[src/urml_pkg.sv]
// Constants shared by the register map and loopback block.
package urml_pkg;
  // ==========================================================================
  // Register indices; the byte address is four times the index.
  localparam logic [2:0] IDX_0 = 3'h0;
  localparam logic [2:0] IDX_1 = 3'h1;
  localparam logic [2:0] IDX_2 = 3'h2;
  localparam logic [2:0] IDX_3 = 3'h3;
  localparam logic [2:0] IDX_4 = 3'h4;
  localparam logic [2:0] IDX_5 = 3'h5;
  localparam logic [2:0] IDX_6 = 3'h6;
  localparam logic [2:0] IDX_7 = 3'h7;
  localparam int IDX_LSB = 2;
  localparam int MAP_TOP_LSB = 5;
  // ==========================================================================
  // Field positions and key values.
  localparam logic [7:0] ENH_KEY = 8'hbf;
  localparam int LC_DIV_BIT = 7;
  localparam int MC_LOOP_BIT = 4;
  localparam int MC_DTR_BIT = 0;
  localparam int MC_RTS_BIT = 1;
  localparam int MC_OP1_BIT = 2;
  localparam int MC_OP2_BIT = 3;
  localparam int EF_ENH_BIT = 4;
  localparam int FEAT_SEL_BIT = 6;
  // ==========================================================================
  // Reset values.
  localparam logic [7:0] REG_RST = 8'h00;
  localparam logic [7:0] ZERO_BYTE = 8'h00;
  // ==========================================================================
  // Bus responses.
  localparam logic [1:0] RESP_OKAY = 2'h0;
  localparam logic [1:0] RESP_SLVERR = 2'h2;
  // ==========================================================================
  // Write handshake states.
  typedef enum logic [2:0] {
    URML_W_IDLE = 3'b001,
    URML_W_DO = 3'b010,
    URML_W_RESP = 3'b100
  } urml_wstate_t;
endpackage

[src/urml_pin_route.sv]
// Serial and modem pin routing with internal loopback.
`timescale 1ns/1ps
`default_nettype none
module urml_pin_route
  import urml_pkg::*;
(
  // Clock and reset
  input wire logic i_clk,
  input wire logic i_resetn,
  // Control
  input wire logic [7:0] i_modem_control,
  // Serial engine side
  input wire logic i_tsr_out,
  output logic o_rsr_in,
  // Line pins
  input wire logic i_rx_pin,
  output logic o_tx_pin,
  output logic o_rts_n,
  output logic o_dtr_n,
  input wire logic i_cts_n,
  input wire logic i_dsr_n,
  input wire logic i_cd_n,
  input wire logic i_ri_n,
  // Active-high modem lines seen by the status logic: cd, ri, dsr, cts
  output logic [3:0] o_modem_lines
);
  logic loop;
  assign loop = i_modem_control[MC_LOOP_BIT];

  // ==========================================================================
  // Pin drive. Every path is registered, so loopback adds one cycle of delay
  // on the serial path; that is far below one bit time.
  always_ff @(posedge i_clk) begin
    if (!i_resetn) begin
      o_tx_pin <= 1'b1;
      o_rts_n <= 1'b1;
      o_dtr_n <= 1'b1;
      o_rsr_in <= 1'b1;
    end else begin
      o_tx_pin <= loop ? 1'b1 : i_tsr_out;
      o_rts_n <= loop ? 1'b1 : ~i_modem_control[MC_RTS_BIT];
      o_dtr_n <= loop ? 1'b1 : ~i_modem_control[MC_DTR_BIT];
      o_rsr_in <= loop ? i_tsr_out : i_rx_pin;
    end
  end

  // ==========================================================================
  // Modem inputs, replaced by the control bits in loopback.
  always_ff @(posedge i_clk) begin
    if (!i_resetn) begin
      o_modem_lines <= 4'h0;
    end else if (loop) begin
      o_modem_lines <= {i_modem_control[MC_OP2_BIT], i_modem_control[MC_OP1_BIT],
                        i_modem_control[MC_DTR_BIT], i_modem_control[MC_RTS_BIT]};
    end else begin
      o_modem_lines <= {~i_cd_n, ~i_ri_n, ~i_dsr_n, ~i_cts_n};
    end
  end
endmodule
`default_nettype wire

[src/urml_top.sv]
// UART register map with banked decode over AXI4-Lite and internal loopback.
`timescale 1ns/1ps
`default_nettype none
// Summary of operation
// Modem control bit 4 set enters loopback; cleared leaves it.
// Loopback feeds transmit shift output straight into receive shift input.
// Loopback holds the TX pin at mark, high.
// Loopback drives RTS and DTR pins de-asserted regardless of control bits.
// Loopback ignores CTS, DSR, CD and RI input pins.
// All other UART functions keep working during loopback.
// Line side must hold RX high during loopback to avoid false break.
// Loopback reflects modem control outputs into modem status inputs.
// Divisor bit set, not keyed: addresses 0 and 1 are divisor bytes.
// Address 2 is fractional divisor when divisor bit, not keyed, enhanced on.
// Divisor bit set, not keyed, divisor zero: reads give revision and identity.
// Divisor bit clear: address 0 reads receive and writes transmit holding.
// Address 2 reads interrupt status, writes FIFO control, under bank conditions.
// Address 3 is always line control; address 4 is modem control when not keyed.
// Address 5 reads line status whenever not keyed.
// Address 6 reads modem status; writes extra settings if enhanced, not keyed.
// Address 7 is scratch, or level count and mode select by feature bit 6.
// Key 0xbf shows feature, enhanced function, resume and pause characters.
// In the keyed bank address 0 reads level count, writes trigger level.
module urml_top
  import urml_pkg::*;
#(
  parameter int ADDR_W = 8,
  parameter logic [7:0] REVISION = 8'h01,  // Value is arbitrary.
  parameter logic [7:0] IDENTITY = 8'h5a   // Value is arbitrary.
)(
  // Clock and reset
  input wire logic i_clk,
  input wire logic i_resetn,
  // AXI4-Lite write
  input wire logic [ADDR_W-1:0] s_axi_awaddr,
  input wire logic s_axi_awvalid,
  output logic s_axi_awready,
  input wire logic [31:0] s_axi_wdata,
  input wire logic [3:0] s_axi_wstrb,
  input wire logic s_axi_wvalid,
  output logic s_axi_wready,
  output logic [1:0] s_axi_bresp,
  output logic s_axi_bvalid,
  input wire logic s_axi_bready,
  // AXI4-Lite read
  input wire logic [ADDR_W-1:0] s_axi_araddr,
  input wire logic s_axi_arvalid,
  output logic s_axi_arready,
  output logic [31:0] s_axi_rdata,
  output logic [1:0] s_axi_rresp,
  output logic s_axi_rvalid,
  input wire logic s_axi_rready,
  // Serial engine
  input wire logic [7:0] i_receive_holding,
  input wire logic [7:0] i_interrupt_status,
  input wire logic [7:0] i_line_status,
  input wire logic [7:0] i_fifo_level_count,
  input wire logic i_tsr_out,
  output logic o_rsr_in,
  output logic o_tx_hold_wr,
  output logic o_rx_hold_rd,
  output logic o_fifo_ctl_wr,
  output logic [7:0] o_wr_data,
  output logic [7:0] o_line_control,
  output logic [15:0] o_divisor,
  output logic o_loopback,
  // Line pins
  input wire logic i_rx_pin,
  output logic o_tx_pin,
  output logic o_rts_n,
  output logic o_dtr_n,
  input wire logic i_cts_n,
  input wire logic i_dsr_n,
  input wire logic i_cd_n,
  input wire logic i_ri_n
);
  // ==========================================================================
  // Register storage.
  logic [7:0] linectl_q, mdmctl_q, irqen_q, div_lo_q, div_hi_q, div_frac_q, enhfn_q, featctl_q;
  logic [7:0] xon1_q, xon2_q, xoff1_q, xoff2_q, scratch_q, modesel_q, trglvl_q, mxs_q;
  logic [3:0] mdelta_q, mline_q;
  logic [3:0] mlines;

  logic keyed, dlab, enh, dzero;
  assign keyed = (linectl_q == ENH_KEY);
  assign dlab = linectl_q[LC_DIV_BIT];
  assign enh = enhfn_q[EF_ENH_BIT];
  assign dzero = (div_lo_q == ZERO_BYTE) && (div_hi_q == ZERO_BYTE);

  // ==========================================================================
  // Write channel. Address and data are latched independently so that the
  // master may offer them in either order.
  urml_wstate_t wst_q;
  logic aw_have_q, w_have_q;
  logic [ADDR_W-1:0] awaddr_q;
  logic [7:0] wbyte_q;
  logic wlane_q;
  logic wdo;
  logic [2:0] widx;
  logic wmap;

  assign wdo = (wst_q == URML_W_DO);
  assign widx = awaddr_q[IDX_LSB +: 3];
  assign wmap = (awaddr_q[ADDR_W-1:MAP_TOP_LSB] == '0);

  always_ff @(posedge i_clk) begin
    if (!i_resetn) begin
      wst_q <= URML_W_IDLE;
      aw_have_q <= 1'b0;
      w_have_q <= 1'b0;
      awaddr_q <= '0;
      wbyte_q <= 8'h00;
      wlane_q <= 1'b0;
      s_axi_awready <= 1'b0;
      s_axi_wready <= 1'b0;
      s_axi_bvalid <= 1'b0;
      s_axi_bresp <= RESP_OKAY;
    end else begin
      case (wst_q)
        URML_W_IDLE: begin
          s_axi_awready <= !aw_have_q && !(s_axi_awvalid && s_axi_awready);
          s_axi_wready <= !w_have_q && !(s_axi_wvalid && s_axi_wready);
          if (s_axi_awvalid && s_axi_awready) begin
            aw_have_q <= 1'b1;
            awaddr_q <= s_axi_awaddr;
          end
          if (s_axi_wvalid && s_axi_wready) begin
            w_have_q <= 1'b1;
            wbyte_q <= s_axi_wdata[7:0];
            wlane_q <= s_axi_wstrb[0];
          end
          if ((aw_have_q || (s_axi_awvalid && s_axi_awready)) &&
              (w_have_q || (s_axi_wvalid && s_axi_wready))) begin
            wst_q <= URML_W_DO;
            s_axi_awready <= 1'b0;
            s_axi_wready <= 1'b0;
          end
        end
        URML_W_DO: begin
          aw_have_q <= 1'b0;
          w_have_q <= 1'b0;
          s_axi_bvalid <= 1'b1;
          s_axi_bresp <= wmap ? RESP_OKAY : RESP_SLVERR;
          wst_q <= URML_W_RESP;
        end
        URML_W_RESP: begin
          if (s_axi_bready) begin
            s_axi_bvalid <= 1'b0;
            s_axi_awready <= 1'b1;
            s_axi_wready <= 1'b1;
            wst_q <= URML_W_IDLE;
          end
        end
        default: begin
          wst_q <= URML_W_IDLE;
        end
      endcase
    end
  end

  // ==========================================================================
  // Banked write decode.
  logic we;
  assign we = wdo && wmap && wlane_q;

  always_ff @(posedge i_clk) begin
    if (!i_resetn) begin
      linectl_q <= REG_RST; mdmctl_q <= REG_RST; irqen_q <= REG_RST; div_lo_q <= REG_RST;
      div_hi_q <= REG_RST; div_frac_q <= REG_RST; enhfn_q <= REG_RST; featctl_q <= REG_RST;
      xon1_q <= REG_RST; xon2_q <= REG_RST; xoff1_q <= REG_RST; xoff2_q <= REG_RST;
      scratch_q <= REG_RST; modesel_q <= REG_RST; trglvl_q <= REG_RST; mxs_q <= REG_RST;
    end else if (we) begin
      case (widx)
        IDX_0: begin
          if (keyed) trglvl_q <= wbyte_q;
          else if (dlab) div_lo_q <= wbyte_q;
        end
        IDX_1: begin
          if (keyed) featctl_q <= wbyte_q;
          else if (dlab) div_hi_q <= wbyte_q;
          else irqen_q <= wbyte_q;
        end
        IDX_2: begin
          if (keyed) enhfn_q <= wbyte_q;
          else if (dlab && enh) div_frac_q <= wbyte_q;
        end
        IDX_3: linectl_q <= wbyte_q;
        IDX_4: begin
          if (keyed) xon1_q <= wbyte_q;
          else mdmctl_q <= wbyte_q;
        end
        IDX_5: begin
          if (keyed) xon2_q <= wbyte_q;
        end
        IDX_6: begin
          if (keyed) xoff1_q <= wbyte_q;
          else if (enh) mxs_q <= wbyte_q;
        end
        IDX_7: begin
          if (keyed) xoff2_q <= wbyte_q;
          else if (featctl_q[FEAT_SEL_BIT]) modesel_q <= wbyte_q;
          else scratch_q <= wbyte_q;
        end
        default: begin
          scratch_q <= scratch_q;
        end
      endcase
    end
  end

  // Strobes towards the serial engine, one cycle each.
  always_ff @(posedge i_clk) begin
    if (!i_resetn) begin
      o_tx_hold_wr <= 1'b0;
      o_fifo_ctl_wr <= 1'b0;
      o_wr_data <= 8'h00;
    end else begin
      o_tx_hold_wr <= we && (widx == IDX_0) && !keyed && !dlab;
      o_fifo_ctl_wr <= we && (widx == IDX_2) && !keyed && !(dlab && enh);
      if (we) o_wr_data <= wbyte_q;
    end
  end

  // ==========================================================================
  // Read channel: one read at a time, answered the cycle after the address.
  logic [2:0] ridx;
  logic rmap, rtake;
  logic [7:0] rbyte;
  assign ridx = s_axi_araddr[IDX_LSB +: 3];
  assign rmap = (s_axi_araddr[ADDR_W-1:MAP_TOP_LSB] == '0);
  assign rtake = s_axi_arvalid && s_axi_arready;

  always_comb begin
    rbyte = 8'h00;
    case (ridx)
      IDX_0: begin
        if (keyed) rbyte = i_fifo_level_count;
        else if (dlab) rbyte = dzero ? REVISION : div_lo_q;
        else rbyte = i_receive_holding;
      end
      IDX_1: begin
        if (keyed) rbyte = featctl_q;
        else if (dlab) rbyte = dzero ? IDENTITY : div_hi_q;
        else rbyte = irqen_q;
      end
      IDX_2: begin
        if (keyed) rbyte = enhfn_q;
        else if (dlab && enh) rbyte = div_frac_q;
        else rbyte = i_interrupt_status;
      end
      IDX_3: rbyte = linectl_q;
      IDX_4: rbyte = keyed ? xon1_q : mdmctl_q;
      IDX_5: rbyte = keyed ? xon2_q : i_line_status;
      IDX_6: rbyte = keyed ? xoff1_q : {mline_q, mdelta_q};
      IDX_7: begin
        if (keyed) rbyte = xoff2_q;
        else if (featctl_q[FEAT_SEL_BIT]) rbyte = i_fifo_level_count;
        else rbyte = scratch_q;
      end
      default: rbyte = 8'h00;
    endcase
  end

  logic mstat_rd;
  assign mstat_rd = rtake && rmap && (ridx == IDX_6) && !keyed;

  always_ff @(posedge i_clk) begin
    if (!i_resetn) begin
      s_axi_arready <= 1'b0;
      s_axi_rvalid <= 1'b0;
      s_axi_rdata <= 32'h0000_0000;
      s_axi_rresp <= RESP_OKAY;
      o_rx_hold_rd <= 1'b0;
    end else begin
      o_rx_hold_rd <= rtake && rmap && (ridx == IDX_0) && !keyed && !dlab;
      if (rtake) begin
        s_axi_arready <= 1'b0;
        s_axi_rvalid <= 1'b1;
        s_axi_rdata <= {24'h00_0000, rmap ? rbyte : 8'h00};
        s_axi_rresp <= rmap ? RESP_OKAY : RESP_SLVERR;
      end else if (s_axi_rvalid) begin
        if (s_axi_rready) begin
          s_axi_rvalid <= 1'b0;
          s_axi_arready <= 1'b1;
        end
      end else begin
        s_axi_arready <= 1'b1;
      end
    end
  end

  // ==========================================================================
  // Modem status. A change in the same cycle as the clearing read still sets
  // its delta bit, so no edge is lost.
  always_ff @(posedge i_clk) begin
    if (!i_resetn) begin
      mline_q <= 4'h0;
      mdelta_q <= 4'h0;
    end else begin
      mline_q <= mlines;
      mdelta_q <= (mstat_rd ? 4'h0 : mdelta_q) | (mlines ^ mline_q);
    end
  end

  // ==========================================================================
  // Configuration towards the engine; the pin router takes mdmctl_q directly.
  always_ff @(posedge i_clk) begin
    if (!i_resetn) begin
      o_line_control <= REG_RST;
      o_divisor <= 16'h0000;
      o_loopback <= 1'b0;
    end else begin
      o_line_control <= linectl_q;
      o_divisor <= {div_hi_q, div_lo_q};
      o_loopback <= mdmctl_q[MC_LOOP_BIT];
    end
  end

  urml_pin_route u_route (
    .i_clk(i_clk),
    .i_resetn(i_resetn),
    .i_modem_control(mdmctl_q),
    .i_tsr_out(i_tsr_out),
    .o_rsr_in(o_rsr_in),
    .i_rx_pin(i_rx_pin),
    .o_tx_pin(o_tx_pin),
    .o_rts_n(o_rts_n),
    .o_dtr_n(o_dtr_n),
    .i_cts_n(i_cts_n),
    .i_dsr_n(i_dsr_n),
    .i_cd_n(i_cd_n),
    .i_ri_n(i_ri_n),
    .o_modem_lines(mlines)
  );
endmodule
`default_nettype wire

[config.mk]
export PLATFORM = sky130hd
export DESIGN_NAME = urml_top
export DESIGN_NICKNAME = d
export VERILOG_FILES = /design/src/urml_pkg.sv /design/src/urml_pin_route.sv /design/src/urml_top.sv
export SDC_FILE = /design/constraint.sdc
export NUM_CORES = 1
export LEC_CHECK = 0
export ABC_AREA = 1
export BUFFER_PORTS_ARGS = -buffer_cell sky130_fd_sc_hd__buf_2
export CAP_MARGIN = 10
export CORE_MARGIN = 4
export CORE_UTILIZATION = 55
export DETAILED_ROUTE_END_ITERATION = 16
export PLACE_DENSITY = 0.78
export SLEW_MARGIN = 25
export SYNTH_ARGS = -nofsm -noshare
export SYNTH_HDL_FRONTEND = slang
export SYNTH_SLANG_ARGS = --single-unit
[constraint.sdc]
create_clock -name i_clk -period 2.05 [get_ports i_clk]
set_input_delay 0.1025 -clock i_clk [delete_from_list [all_inputs] [get_ports i_clk]]
set_output_delay 0.1025 -clock i_clk [all_outputs]
set_load 0.05 [all_outputs]
======== After elaboration in Yosys (flattened, before gate mapping) ========
Index checks and enable logic that the tools add are counted.
operators by class
  equality and inequality tests ........... 23
  multiplexer cells ....................... 39
  bitwise logic cells ..................... 12
  reductions and logical operators ........ 62
operators by type and width
  operator                                                               number
  8-bit 2-to-1 mux                                                       14
  8-bit one-hot mux with 8 select lines                                  1
  3-bit equality test, second input constant                             9
  1-bit logical AND                                                      22
  3-bit AND reduction                                                    7
  4-bit AND reduction                                                    5
  8-bit logical NOT                                                      2
  2-bit AND reduction                                                    8
  3-bit by 2-bit equality test with 1-bit output, second input constant  5
  3-bit logical NOT                                                      4
  1-bit 2-to-1 mux                                                       12
  1-bit inverter                                                         10
  1-bit one-hot mux with 2 select lines                                  5
  3-bit by 1-bit equality test with 1-bit output, second input constant  3
  3-bit one-hot mux with 3 select lines                                  1
  8-bit equality test, second input constant                             1
  4-bit 2-to-1 mux                                                       2
  2-bit inequality test, second input constant                           4
  1-bit logical NOT                                                      7
  3-bit 2-to-1 mux                                                       2
  2-bit nonzero test                                                     3
  2-bit 2-to-1 mux                                                       2
  4-bit OR                                                               1
  2-bit OR reduction                                                     2
  other kinds (3)                                                        4
storage, ports and cells
  bits in registers ....................... 195
  word-level logic and storage cells ...... 177

======== Depth between registers and ports, before layout ========
  depth after elaboration ................. 7
  mapped depth ............................ 13
  depth with buffers taken out ............ 12

======== Modules after synthesis ========
Synthesis repeated with hierarchy kept, for this count alone.
unflattened totals
  cell total of the unflattened synthesis .. 1,256
  area, all modules ....................... 8,630.8 sq um
modules (own cells, without submodules)
  module          times used  cells each  area each (sq um)  sequential area each (sq um)
  urml_top        1           1,222       8,369.3            3,663.5
  urml_pin_route  1           34          261.5              160.2

======== Worst setup path after synthesis ========
Ideal clock, no wire load.
  path type ............................... register to register
  start ................................... register s_axi_arready
  end ..................................... register s_axi_rdata[7]
  arrival ................................. 1.653 ns
  required time ........................... 1.991 ns
  setup slack ............................. 0.337 ns
  stages on the path, launching flop included .. 7
  clock period less this slack ............ 1.713 ns
  cell sequence ........................... dfxtp_1 nand2_1 nor4_1 nand2_1 a21oi_1 o21ai_1 nand2_1
on the way
  longest elaborated chain between the ends .. 1
RTL lines
  item                      line             text
  start: declaration        urml_top.sv:48   output logic s_axi_arready,
  start signal: assignment  urml_top.sv:269  s_axi_arready <= 1'b0;
  start signal: assignment  urml_top.sv:277  s_axi_arready <= 1'b0;
  start signal: assignment  urml_top.sv:284  s_axi_arready <= 1'b1;
  1-bit logical AND         urml_top.sv:231  assign rtake = s_axi_arvalid && s_axi_arready;
  end signal: assignment    urml_top.sv:279  s_axi_rdata <= {24'h00_0000, rmap ? rbyte : 8'h00};
  end: declaration          urml_top.sv:49   output logic [31:0] s_axi_rdata,
No other way between the ends.
A chain may end at the register's enable or synchronous reset.

======== Worst setup path in the final report ========
  start ................................... register wst_q[0]
  end ..................................... register linectl_q[2]
on the way
  longest elaborated chain between the ends .. 4
RTL lines
  item                                            line             text
  start: declaration                              urml_top.sv:93   urml_wstate_t wst_q;
  start signal: assignment                        urml_top.sv:108  wst_q <= URML_W_IDLE;
  start signal: assignment                        urml_top.sv:134  wst_q <= URML_W_DO;
  start signal: assignment                        urml_top.sv:144  wst_q <= URML_W_RESP;
  3-bit by 2-bit equality test with 1-bit output  urml_top.sv:102  assign wdo = (wst_q == URML_W_DO);
  1-bit logical AND (2 in series)                 urml_top.sv:164  assign we = wdo && wmap && wlane_q;
  2-bit AND reduction (no line)                   --
  end signal: assignment                          urml_top.sv:187  IDX_3: linectl_q <= wbyte_q;
  end: declaration                                urml_top.sv:79   logic [7:0] linectl_q, mdmctl_q, irqen_q, div_lo_q, div_hi_q, div_frac_q, enhfn_q, featctl_q;
No other way between the ends.

==> results.json <==
{
  "path_max_fanout": 16,
  "yosys_warnings": 0,
  "grt_pass1_wl_mm": 37.85,
  "synth.top_cell.area_share_pct": 43.89,
  "crit_arrival_ps": 2260,
  "setup_slack_ps": 84.69,
  "ir_drop_v": 0.0006127,
  "largest_reg_flops": 16,
  "num-nets-final": 1467,
  "grt_pass1_vias": 7652,
  "wl_mm": 23.73,
  "yosys.cell_count.top_type": "nand2_1",
  "crit_start": "wst_q[0]$_SDFFE_PN1P_",
  "chipHeight_microns": 133.9,
  "worstReg2RegStart": "wst_q[0]$_SDFFE_PN1P_",
  "leakage_nw": 4.904,
  "finalNonFillerCells": 1592,
  "ioPinCount": 178,
  "clock_sinks": 191,
  "synthToLayoutAreaGrowth_pct": 17.19,
  "critPathRequiredTime_ps": 2350,
  "largest-register": "o_divisor",
  "drv_cap": 0,
  "dieArea_sq_um": 17920,
  "setup_viol": 0,
  "clock_path_buffers": 2,
  "startpoint_type": "register",
  "rows": 45,
  "worst_hold_slack_ps": 56.88,
  "wl_per_cell_microns": 14.91,
  "post-route-util_pct": 66.42,
  "yosys_most_used_dff": "dfxtp_1",
  "placedCellCount": 1534,
  "max_freq_ghz": 0.5088,
  "hold_class": "in2reg",
  "yosys.cell_types.count": 40,
  "finalCriticalPeriod_ps": 1965,
  "die_w_microns": 133.9,
  "synthesis.area_sq_um": 8712,
  "post_dp_cell_area_sq_um": 9371,
  "place_congestion": 0.9881,
  "synth_edf_count": 0,
  "vias_per_cell": 5.198,
  "min_period_over_period_pct": 95.87,
  "hold_viol": 0,
  "vias": 8275,
  "coreArea_sq_um": 15370,
  "yosys.area.top_type": "dfxtp_1",
  "status": "finished, final reports clean",
  "grtUsageTotal_pct": 26.40,
  "netlist_instances": 1237,
  "clk_latency_ps": 440,
  "cts_buffers": 17,
  "clk_root_buffer_cell": "clkbuf_16",
  "cts_tree": "done",
  "dpl_worst_slack_ps": 139.4,
  "dp_hpwl_mm": 16.56,
  "io_buffers": 120,
  "grt_max_degree": 102,
  "grt_overflow": 0,
  "postCtsSetupRepairBufs": 0,
  "antenna_found_initial": 0,
  "drc": 0,
  "worstSetupEndpointType": "register",
  "hold_path_startpoint": "s_axi_wvalid",
  "power_density_nw_per_um2": 836.8,
  "avgSynthCellArea_sq_um": 7.043,
  "start_util_pct": 56.68,
  "htreeDepth": 4,
  "ys_async_sr_fraction_pct": 0,
  "antenna_left": 0,
  "fin_skew_ps": 7.627,
  "slew_headroom_pct": 51.18,
  "synth_common_cells": "271 x nand2_1, 191 x dfxtp_1, 177 x inv_1",
  "cts.reportedPaths.clkPinSlew_ps": 60,
  "synth_seq_cells": 191,
  "diodes": 0,
  "rsz0062_at_grt": "yes",
  "critical_path_class": "reg2reg",
  "drt_iter0_drc": 713,
  "synthTopCellsByArea": "dfxtp_1 44%, nand2_1 12%, inv_1 7.6%",
  "drv_slew": 0,
  "final_area_sq_um": 10210,
  "tightestPinTransition_ps": 731.3,
  "ys_seq_area_share_pct": 43.89,
  "drive_gt1_share_pct": 15.50,
  "first_pass_iters": 6
}
-- kinds of logic (layout without fill, tap and decap cells) --
| kind of cell | Yosys count | after routing | share of synthesized area, % |
|---|---|---|---|
| AND/OR/NAND/NOR | 496 | 496 | 25.38 |
| AO/OA/AOI/OAI | 276 | 276 | 16.40 |
| buffers and inverters | 269 | 388 | 13.89 |
| flip-flops | 191 | 191 | 43.89 |
| XOR/XNOR | 4 | 4 | 0.4021 |
| other | 1 | 26 | 0.04304 |
-- where the power goes --
part           total, W  switching [W]  internal, W  leakage [nW]
Clock           0.00311        0.00135      0.00176         0.255
Sequential      0.00411       0.000233      0.00388          1.55
Combinational   0.00132       0.000956     0.000366          3.10
-- metal layers --
metal | up-vias | part of all wire, % | wire [microns] | global-route usage (%)
li1 | 4133 | - | - | -
met1 | 3657 | 43 | 10300 | 35.78
met2 | 398 | 43 | 10250 | 39.05
met3 | 87 | 9.3 | 2206 | 6.714
met4 | 0 | 4.2 | 985 | 13.43
met5 | - | 0 | 0 | 0
-- worst paths after layout --
check | end | slack, ps | cells past startpoint
setup reg to reg | linectl_q[2]$_SDFFE_PN0P_ | 80 | 8
hold reg to reg | u_route.o_rts_n$_SDFF_PP1_ | 390 | 1
hold / removal | w_have_q$_SDFFE_PN0P_ | 60 | 5
setup / recovery | linectl_q[2]$_SDFFE_PN0P_ | 80 | 8
-- metrics by stage --
step	TNS [ps]	total power, W
final	0	0.008544
after CTS	0	0.008525
after global placement	0	0.005439
after detailed placement	0	0.005445
after floorplan	0	0.005014
after global routing	-45.64	0.008874
-- timing repair --
item | in CTS | in global routing
setup endpoints to repair | 0 | 20
endpoints found under the hold margin | 32 | 0
hold buffers | 28 | 0
resized for setup | 0 | 3
-- worst max-delay path, cell delays in order (launching register included) --
cell,delay [ps]
dfxtp_1,310
inv_1,130
nand3_4,130
nor2_4,130
nand2_4,110
nor2_2,190
nand2_1,380
o21ai_0,360
a21oi_1,80
-- layout make-up --
cell class,instances,area [sq um]
Fill cell,1355,5161
Inverter,185,695.7
Clock buffer,25,485.5
Clock inverter,5,57.56
Sequential cell,191,3824
Tap cell,211,264.0
Multi-Input combinational cell,802,3787
Timing Repair Buffer,173,1096
-- cell usage in the layout (no fill, tap or decap), types with 5 or more instances in the layout --
cell type        n
nand2_1        271
dfxtp_1        191
inv_1          176
a21oi_1        132
buf_2          119
o21ai_0        114
nand3_1         98
nor2_1          85
dlygate4sd3_1   28
conb_1          26
buf_4           24
clkbuf_16       17
o21ai_1         14
inv_2            8
nand2_4          7
nor3_1           6
clkbuf_1         5
Note: power is estimated with default switching activity, not from simulation.
